===== src/design/lbb_map.svh =====
// Register offsets, reset values, field positions and timing of the LED bank
`ifndef LBB_MAP_SVH
`define LBB_MAP_SVH

// Register offsets
`define LBB_ADDR_SINK 8'h10
`define LBB_ADDR_FB 8'h19
`define LBB_ADDR_BOOST 8'h1A
`define LBB_ADDR_PWM 8'h1C
`define LBB_ADDR_LOW 8'h20
`define LBB_ADDR_HIGH 8'h21
`define LBB_ADDR_EN 8'h24

// Port address, value arbitrary
`define LBB_DEV_ADDR 7'h36

// Reset values
`define LBB_RST_BYTE 8'h00
`define LBB_RST_LEVEL 11'h000
`define LBB_RST_RAMP_US 12'h800
`define LBB_RST_MAP_EXP 1'b1
`define LBB_RST_FS_UA 16'h4EE8

// Fields
`define LBB_SINK_FIELD 2:0
`define LBB_FB_FIELD 2:0
`define LBB_LOW_FIELD 2:0
`define LBB_BOOST_FREQ 0
`define LBB_BOOST_LIMIT 2:1
`define LBB_LIMIT_16V 2'h0
`define LBB_LIMIT_24V 2'h1
`define LBB_LIMIT_32V 2'h2
`define LBB_PWM_A 0
`define LBB_PWM_B 1
`define LBB_PWM_POL 2
`define LBB_PWM_ZDET 3
`define LBB_EN_A 0
`define LBB_EN_B 1

// Timing: one ramp time per high-byte level, split into eight low steps
`define LBB_RAMP_TIME_US 2048
`define LBB_CLK_MHZ 10
`define LBB_RAMP_STEPS 8
`define LBB_STEP_CYC ((`LBB_RAMP_TIME_US * `LBB_CLK_MHZ) / `LBB_RAMP_STEPS)

`endif


===== src/design/lbb_pkg.sv =====
// Types shared by the LED bank design
package lbb_pkg;
  typedef logic [7:0] lbb_byte_t;
  typedef logic [10:0] lbb_level_t;
  typedef enum logic [2:0] {
    LBB_IDLE, LBB_ADDR, LBB_ACK_ADDR, LBB_RECV, LBB_ACK_RECV, LBB_SEND, LBB_ACK_SEND
  } lbb_port_state_t;
endpackage : lbb_pkg


===== src/design/lbb_led_bank.sv =====
// LED driver configuration and bank A brightness register bank
`timescale 1ns/1ns
`include "lbb_map.svh"
// Function
// Device ramps low brightness bits between high-byte levels, giving 11-bit dimming.
// Low byte write waits pending; applied only when high byte is written.
// In 11-bit PWM mode host writes low then high byte per change.
// In 8-bit mode host writes low byte zero once, then only high.
// Sink assignment 0x04 puts sinks one and two on bank A.
// Feedback register 0x03 enables sinks one, two; disables sink three.
// Boost 0x04 gives 32 V, 0x02 gives 24 V, both 500 kHz.
// PWM config 0x0D: zero detect, active high, bank B off, A on.
// Bank enable 0x01 enables control bank A.
// Reset defaults: 2048 us ramp, exponential mapping, 20.2 mA full scale.
// Overvoltage limit returns to 16 V after any reset, hardware enable included.
// All registers are 8-bit read-write and hold values until reset.
module lbb_led_bank (
  // Clock and reset
  input wire logic clk_sys,
  input wire logic rst_n,
  input wire logic hardware_enable_pin,
  // Two-wire register port
  input wire logic scl,
  input wire logic sda_in,
  output logic sda_out,
  output logic sda_oe,
  // Sink routing
  output logic [2:0] sink_bank_b,
  output logic [2:0] sink_feedback_en,
  // Boost
  output logic [1:0] overvoltage_limit,
  output logic switching_frequency,
  // PWM input setup
  output logic pwm_bank_a_en,
  output logic pwm_bank_b_en,
  output logic pwm_active_high,
  output logic pwm_zero_detect,
  // Banks and brightness
  output logic bank_a_enable,
  output logic bank_b_enable,
  output lbb_pkg::lbb_level_t bank_a_target,
  output lbb_pkg::lbb_level_t bank_a_level,
  // Fixed defaults
  output logic [11:0] ramp_time_us,
  output logic map_exponential,
  output logic [15:0] full_scale_ua
);
  lbb_pkg::lbb_byte_t reg_addr, reg_wdata, reg_rdata;
  logic reg_wr, tick, clr;
  lbb_pkg::lbb_byte_t sink_q, sink_d, fb_q, fb_d, boost_q, boost_d, pwm_q, pwm_d;
  lbb_pkg::lbb_byte_t low_q, low_d, high_q, high_d, en_q, en_d;
  logic [2:0] low_app_q, low_app_d;
  lbb_pkg::lbb_level_t level_q, level_d;
  logic [11:0] tick_q, tick_d;

  // Level moves one count per tick so every change is a smooth ramp, except the jump to zero while hardware enable is low
  function automatic lbb_pkg::lbb_level_t step_toward(lbb_pkg::lbb_level_t cur,
                                                      lbb_pkg::lbb_level_t tgt);
    if (cur < tgt) begin
      step_toward = cur + 11'h001;
    end else if (cur > tgt) begin
      step_toward = cur - 11'h001;
    end else begin
      step_toward = cur;
    end
  endfunction : step_toward

  lbb_serial_port u_port (
    .clk_sys(clk_sys),
    .rst_n(rst_n),
    .scl(scl),
    .sda_in(sda_in),
    .sda_out(sda_out),
    .sda_oe(sda_oe),
    .reg_addr(reg_addr),
    .reg_wdata(reg_wdata),
    .reg_wr(reg_wr),
    .reg_rdata(reg_rdata)
  );

  ////////////////////////////////////////////////////////////////////////////
  // Register file
  // Hardware enable low acts as a reset of the whole bank
  assign clr = !hardware_enable_pin;

  always_comb begin
    sink_d = sink_q;
    fb_d = fb_q;
    boost_d = boost_q;
    pwm_d = pwm_q;
    low_d = low_q;
    high_d = high_q;
    en_d = en_q;
    low_app_d = low_app_q;
    if (clr) begin
      // R11 16 V restore
      sink_d = `LBB_RST_BYTE;
      fb_d = `LBB_RST_BYTE;
      boost_d = `LBB_RST_BYTE;
      pwm_d = `LBB_RST_BYTE;
      low_d = `LBB_RST_BYTE;
      high_d = `LBB_RST_BYTE;
      en_d = `LBB_RST_BYTE;
      low_app_d = 3'h0;
    end else if (reg_wr) begin
      // byte-wide storage
      if (reg_addr == `LBB_ADDR_SINK) begin
        sink_d = reg_wdata;
      end else if (reg_addr == `LBB_ADDR_FB) begin
        fb_d = reg_wdata;
      end else if (reg_addr == `LBB_ADDR_BOOST) begin
        boost_d = reg_wdata;
      end else if (reg_addr == `LBB_ADDR_PWM) begin
        pwm_d = reg_wdata;
      end else if (reg_addr == `LBB_ADDR_LOW) begin
        // hold low pending
        low_d = reg_wdata;
      end else if (reg_addr == `LBB_ADDR_HIGH) begin
        high_d = reg_wdata;
        // apply on high write
        low_app_d = low_q[`LBB_LOW_FIELD];
      end else if (reg_addr == `LBB_ADDR_EN) begin
        en_d = reg_wdata;
      end
    end
  end

  // Reads return stored bytes; the pending low byte reads back as written
  always_comb begin
    if (reg_addr == `LBB_ADDR_SINK) begin
      reg_rdata = sink_q;
    end else if (reg_addr == `LBB_ADDR_FB) begin
      reg_rdata = fb_q;
    end else if (reg_addr == `LBB_ADDR_BOOST) begin
      reg_rdata = boost_q;
    end else if (reg_addr == `LBB_ADDR_PWM) begin
      reg_rdata = pwm_q;
    end else if (reg_addr == `LBB_ADDR_LOW) begin
      reg_rdata = low_q;
    end else if (reg_addr == `LBB_ADDR_HIGH) begin
      reg_rdata = high_q;
    end else if (reg_addr == `LBB_ADDR_EN) begin
      reg_rdata = en_q;
    end else begin
      reg_rdata = `LBB_RST_BYTE;
    end
  end

  ////////////////////////////////////////////////////////////////////////////
  // Brightness ramp
  // target from high byte and applied low bits
  assign bank_a_target = {high_q, low_app_q};
  assign tick = (tick_q == 12'(`LBB_STEP_CYC - 1));

  always_comb begin
    tick_d = tick ? 12'h000 : tick_q + 12'h001;
    level_d = level_q;
    if (clr) begin
      tick_d = 12'h000;
      level_d = `LBB_RST_LEVEL;
    end else if (tick) begin
      // step the low bits
      level_d = step_toward(level_q, bank_a_target);
    end
  end

  always_ff @(posedge clk_sys) begin
    if (!rst_n) begin
      sink_q <= `LBB_RST_BYTE;
      fb_q <= `LBB_RST_BYTE;
      boost_q <= `LBB_RST_BYTE;
      pwm_q <= `LBB_RST_BYTE;
      low_q <= `LBB_RST_BYTE;
      high_q <= `LBB_RST_BYTE;
      en_q <= `LBB_RST_BYTE;
      low_app_q <= 3'h0;
      level_q <= `LBB_RST_LEVEL;
      tick_q <= 12'h000;
    end else begin
      sink_q <= sink_d;
      fb_q <= fb_d;
      boost_q <= boost_d;
      pwm_q <= pwm_d;
      low_q <= low_d;
      high_q <= high_d;
      en_q <= en_d;
      low_app_q <= low_app_d;
      level_q <= level_d;
      tick_q <= tick_d;
    end
  end

  ////////////////////////////////////////////////////////////////////////////
  // Outputs
  // sink routing
  assign sink_bank_b = sink_q[`LBB_SINK_FIELD];
  // feedback enables
  assign sink_feedback_en = fb_q[`LBB_FB_FIELD];
  // limit and frequency
  assign overvoltage_limit = boost_q[`LBB_BOOST_LIMIT];
  assign switching_frequency = boost_q[`LBB_BOOST_FREQ];
  // PWM fields
  assign pwm_bank_a_en = pwm_q[`LBB_PWM_A];
  assign pwm_bank_b_en = pwm_q[`LBB_PWM_B];
  assign pwm_active_high = pwm_q[`LBB_PWM_POL];
  assign pwm_zero_detect = pwm_q[`LBB_PWM_ZDET];
  // bank enables
  assign bank_a_enable = en_q[`LBB_EN_A];
  assign bank_b_enable = en_q[`LBB_EN_B];
  assign bank_a_level = level_q;
  // fixed defaults; no register reaches them
  assign ramp_time_us = `LBB_RST_RAMP_US;
  assign map_exponential = `LBB_RST_MAP_EXP;
  assign full_scale_ua = `LBB_RST_FS_UA;
endmodule : lbb_led_bank


===== src/design/lbb_serial_port.sv =====
// Serial register port: two-wire slave with register pointer
`timescale 1ns/1ns
`include "lbb_map.svh"
module lbb_serial_port (
  // Clock and reset
  input wire logic clk_sys,
  input wire logic rst_n,
  // Two-wire pins
  input wire logic scl,
  input wire logic sda_in,
  output logic sda_out,
  output logic sda_oe,
  // Register side
  output lbb_pkg::lbb_byte_t reg_addr,
  output lbb_pkg::lbb_byte_t reg_wdata,
  output logic reg_wr,
  input wire lbb_pkg::lbb_byte_t reg_rdata
);
  lbb_pkg::lbb_port_state_t st_q, st_d;
  logic [3:0] cnt_q, cnt_d;
  logic [7:0] sh_q, sh_d, ptr_q, ptr_d, wd_q, wd_d;
  logic scl_q, sda_q, oe_q, oe_d, rd_q, rd_d, wr_q, wr_d, first_q, first_d;
  logic rise, fall, start, stop;

  assign rise = scl && !scl_q;
  assign fall = !scl && scl_q;
  assign start = scl && scl_q && sda_q && !sda_in;
  assign stop = scl && scl_q && !sda_q && sda_in;
  // Open-drain: only ever pulls low
  assign sda_out = 1'b0;
  assign sda_oe = oe_q;
  assign reg_addr = ptr_q;
  assign reg_wdata = wd_q;
  assign reg_wr = wr_q;

  always_comb begin
    st_d = st_q;
    cnt_d = cnt_q;
    sh_d = sh_q;
    ptr_d = ptr_q;
    wd_d = wd_q;
    oe_d = oe_q;
    rd_d = rd_q;
    wr_d = 1'b0;
    first_d = first_q;
    if (start) begin
      st_d = lbb_pkg::LBB_ADDR;
      cnt_d = 4'h0;
      oe_d = 1'b0;
    end else if (stop) begin
      st_d = lbb_pkg::LBB_IDLE;
      oe_d = 1'b0;
    end else begin
      case (st_q)
        lbb_pkg::LBB_ADDR, lbb_pkg::LBB_RECV: begin
          if (rise) begin
            sh_d = {sh_q[6:0], sda_in};
            cnt_d = cnt_q + 4'h1;
          end else if (fall && cnt_q == 4'h8) begin
            if (st_q == lbb_pkg::LBB_ADDR) begin
              // Foreign address: stay off the bus until the next start
              if (sh_q[7:1] == `LBB_DEV_ADDR) begin
                oe_d = 1'b1;
                rd_d = sh_q[0];
                st_d = lbb_pkg::LBB_ACK_ADDR;
              end else begin
                st_d = lbb_pkg::LBB_IDLE;
              end
            end else begin
              oe_d = 1'b1;
              st_d = lbb_pkg::LBB_ACK_RECV;
              if (first_q) begin
                ptr_d = sh_q;
              end else begin
                wd_d = sh_q;
                wr_d = 1'b1;
              end
            end
          end
        end
        lbb_pkg::LBB_ACK_ADDR: begin
          if (fall) begin
            cnt_d = 4'h0;
            if (rd_q) begin
              sh_d = reg_rdata;
              oe_d = !reg_rdata[7];
              st_d = lbb_pkg::LBB_SEND;
            end else begin
              oe_d = 1'b0;
              first_d = 1'b1;
              st_d = lbb_pkg::LBB_RECV;
            end
          end
        end
        lbb_pkg::LBB_ACK_RECV: begin
          if (fall) begin
            oe_d = 1'b0;
            cnt_d = 4'h0;
            st_d = lbb_pkg::LBB_RECV;
            if (!first_q) begin
              ptr_d = ptr_q + 8'h01;
            end
            first_d = 1'b0;
          end
        end
        lbb_pkg::LBB_SEND: begin
          if (rise) begin
            cnt_d = cnt_q + 4'h1;
          end else if (fall) begin
            if (cnt_q == 4'h8) begin
              oe_d = 1'b0;
              st_d = lbb_pkg::LBB_ACK_SEND;
            end else begin
              sh_d = {sh_q[6:0], 1'b0};
              oe_d = !sh_q[6];
            end
          end
        end
        lbb_pkg::LBB_ACK_SEND: begin
          if (rise) begin
            // Master not-acknowledge ends the read burst
            if (sda_in) begin
              st_d = lbb_pkg::LBB_IDLE;
            end else begin
              ptr_d = ptr_q + 8'h01;
            end
          end else if (fall) begin
            sh_d = reg_rdata;
            oe_d = !reg_rdata[7];
            cnt_d = 4'h0;
            st_d = lbb_pkg::LBB_SEND;
          end
        end
        default: begin
          st_d = lbb_pkg::LBB_IDLE;
        end
      endcase
    end
  end

  always_ff @(posedge clk_sys) begin
    if (!rst_n) begin
      st_q <= lbb_pkg::LBB_IDLE;
      cnt_q <= 4'h0;
      sh_q <= `LBB_RST_BYTE;
      ptr_q <= `LBB_RST_BYTE;
      wd_q <= `LBB_RST_BYTE;
      oe_q <= 1'b0;
      rd_q <= 1'b0;
      wr_q <= 1'b0;
      first_q <= 1'b0;
      scl_q <= 1'b1;
      sda_q <= 1'b1;
    end else begin
      st_q <= st_d;
      cnt_q <= cnt_d;
      sh_q <= sh_d;
      ptr_q <= ptr_d;
      wd_q <= wd_d;
      oe_q <= oe_d;
      rd_q <= rd_d;
      wr_q <= wr_d;
      first_q <= first_d;
      scl_q <= scl;
      sda_q <= sda_in;
    end
  end
endmodule : lbb_serial_port


===== config.mk =====
export PLATFORM = sky130hd
export DESIGN_NAME = lbb_led_bank
export DESIGN_NICKNAME = d
export VERILOG_FILES = /design/src/design/lbb_pkg.sv /design/src/design/lbb_led_bank.sv /design/src/design/lbb_serial_port.sv
export VERILOG_INCLUDE_DIRS = /design/src /design/src/design
export SDC_FILE = /design/constraint.sdc
export NUM_CORES = 1
export LEC_CHECK = 0
export BUFFER_PORTS_ARGS = -buffer_cell sky130_fd_sc_hd__buf_2
export CORE_ASPECT_RATIO = 0.9
export CORE_MARGIN = 2
export CORE_UTILIZATION = 45
export DETAILED_ROUTE_END_ITERATION = 10
export SYNTH_ARGS = -nofsm -noshare
export SYNTH_HDL_FRONTEND = slang
export SYNTH_HIERARCHICAL = 1
export SYNTH_SLANG_ARGS = --single-unit

===== constraint.sdc =====
create_clock -name clk_sys -period 4.7 [get_ports clk_sys]
set_input_delay 0.47 -clock clk_sys [delete_from_list [all_inputs] [get_ports clk_sys]]
set_output_delay 0.47 -clock clk_sys [all_outputs]
set_load 0.01 [all_outputs]

==> metrics.yaml <==
floorplan:
  die_area_um2: 16000
  start_util: 0.460
  io_pins: 73
  die_x_um: 133
  rows: 42
  core_area_um2: 14700
  dieHeight_um: 120
sta:
  fin_crit_sh: 0.773
  fin_skew_ns: 0.00625
  fin_setup_tns_ns: 0
  fmax_mhz: 275
  slew_headroom: 0.290
  rsz0062_at_grt: "false"
  setup_ws_ns: 1.07
  maxSlewViolCount: 0
  layout_min_cycle_time_ns: 3.63
  hold_violations: 0
  finalSetupViolCount: 0
  tightest_slew_ns: 1.06
worst_setup_path:
  critPathMaxFanout: 10
  start_kind: "flip-flop"
  critPathKind: "reg2reg"
  crit_arrival_ns: 3.98
  cp.required_ns: 5.05
  cp-end-kind: "flip-flop"
drt:
  wirelength_um: 17000
  drc: 0
  num_vias: 5944
  first_pass_iters: 5
  wl_per_cell_um: 16.3
  drtAntennaViolNets: 0
  drt_iter0_drc: 489
  viasPerCell: 5.68
run:
  cap_violations: 0
yosys:
  synth_ff_type: "dfxtp_1"
  avgSynthCellArea_um2: 8.24
  yosys-top-cells-area: "dfxtp_1 35%, mux2i_1 9.2%, nor2_1 5.8%"
  synth-async-reset-ratio: 0
  synth_top_area_frac: 0.352
  synthDistinctLibCells: 78
  syn_area_um2: 6770
  ys_ff_latch: 119
  synthCells: 821
  yosys_warnings: 6
  synth.largest_area_cell: "dfxtp_1"
  yosysMostFrequentCell: "dfxtp_1"
  synth_edf_count: 0
  synth_common_cells: "119 x dfxtp_1, 105 x nor2_1, 86 x nand2_1"
  yosysSeqAreaShare: 0.352
clock_tree:
  ctsHoldBuffers: 0
  cts_max_level: 4
  clockRootBuffer: "clkbuf_16"
  cts_tree: "yes"
  clkLatencyLatePin_ns: 0.42
  cts.path.max_buffers: 2
  post_cts_buffers: 0
  cts.repair.resized: 0
  cts-buffers-inserted: 17
  clk_pin_slew_ns: 0.06
  cts_sinks: 119
finish:
  insertedDiodeCount: 0
  fin_util: 0.512
  area_growth_pct: 11.3
  nNetsFinal: 868
  drive_above_1_share: 0.120
place:
  dp_hpwl_um: 11800
  io_buffers: 42
  pre_cts_slack_ns: 1.15
  gp_congestion: 0.886
status:
  status: "finished clean"
min_path:
  holdCritPathClass: "in2reg"
global_route:
  first_global_vias: 5456
  antenna_found_initial: 0
  grt_usage: 0.216
  overflow: 0
  grt_start_max_net_pins: 66
  grt_pass1_wl_um: 27700
pwr:
  max-vdd-ir-drop_v: 0.000338
  p_per_area_nw_per_um2: 380
  p_leak_uw: 0.00288
[layer usage]
layer | vias up | global-route usage | wire (um)
met2 | 199 | 0.349 | 7940
met5 | - | 0 | 0
met3 | 32 | 0.0486 | 1020
li1 | 2885 | - | -
met4 | 0 | 0.0864 | 344
met1 | 2828 | 0.281 | 7740
[worst paths after layout]
check	to	cells after the start	startpoint	slack, ns
setup / recovery	bank_a_level[10]	13	low_app_q[2]	1.07
hold / removal	u_port/scl_q	3	scl	0.31
setup reg to reg	bank_a_level[10]	13	low_app_q[2]	1.07
hold reg to reg	pwm_q[4]	2	pwm_q[4]	0.46
[logic make-up (layout without fill, tap and decap cells)]
family | after synthesis | count (layout) | synth area share
simple gates | 300 | 300 | 0.212
compound gates | 190 | 190 | 0.185
flops | 119 | 119 | 0.352
buf+inv | 105 | 105 | 0.0869
mux | 62 | 62 | 0.0917
fa+ha+maj | 28 | 28 | 0.0529
xor+xnor | 14 | 14 | 0.0181
other cells | 3 | 30 | 0.00166
[per-stage QoR]
step           total power (uW)  instances  area [um2]  hold WS, ns
2_1_floorplan              1390        848        6870        0.418
3_3_place_gp               1410       1014        6880        0.428
3_5_place_dp               1420       1014        6880        0.449
4_1_cts                    2870       1046        7530        0.294
5_1_grt                    2970       1046        7530        0.305
6_report                   2860       1046        7530        0.307
[power breakdown]
group / switching (uW) / internal (uW)
Clock: 483 / 967
Sequential: 67.2 / 1040
Combinational: 190 / 117
[state kept, by name, summed over array words and instances, names as in the netlist, 3 cells and up]
name              count
bank_a_level         11
u_port/reg_wdata      8
tick_q               12
fb_q                  8
high_q                8
pwm_q                 8
u_port/reg_addr       8
boost_q               8
u_port/st_q           3
sink_q                8
en_q                  8
low_app_q             3
u_port/cnt_q          4
low_q                 8
u_port/sh_q           8
[placed cells by master (no fill, tap or decap), types with 3 or more instances in the layout]
cell and instances:
bufinv_16 5, nor4_1 7, buf_4 5, nand2b_1 11, xor2_1 7, o22ai_1 9, or3_1 6, mux2i_1 62
o211ai_1 4, o21ai_0 31, and3_1 5, nor2_1 105, buf_2 42, xnor2_1 7, o31ai_2 3, o21bai_1 3
nand4_1 6, nand2_1 85, clkbuf_16 17, a31oi_1 3, a211oi_1 5, a22oi_1 10, conb_1 30, a21oi_1 71
a21o_1 5, and2_1 3, nand3_1 29, nand3b_1 4, nor3_1 5, dfxtp_1 119, inv_1 25, ha_1 27
a221oi_1 9, a311oi_1 9, or2_2 3, nor2b_1 11, clkinvlp_4 4
[final cells by class]
type                       instances  area, um2
fill                            1389       7180
multi-input combinational        624       3900
sequential                       119       2380
clock buffer                      20        457
timing repair buffer              47        248
tap                              198        248
clock inverter                    12        199
inverter                          26       97.6
[critical path, cell delays in order (launching register included)]
cell      delay [ns]
dfxtp_1         0.34
inv_1           0.05
ha_1            0.33
nor2b_1         0.15
a221oi_1        0.38
nand2b_1        0.20
nand3_1         0.34
ha_1            0.49
nand2b_1        0.11
a21oi_1         0.26
o21ai_0         0.22
o21ai_0         0.25
mux2i_1         0.25
mux2i_1         0.19
(Power assumes the default switching activity.)
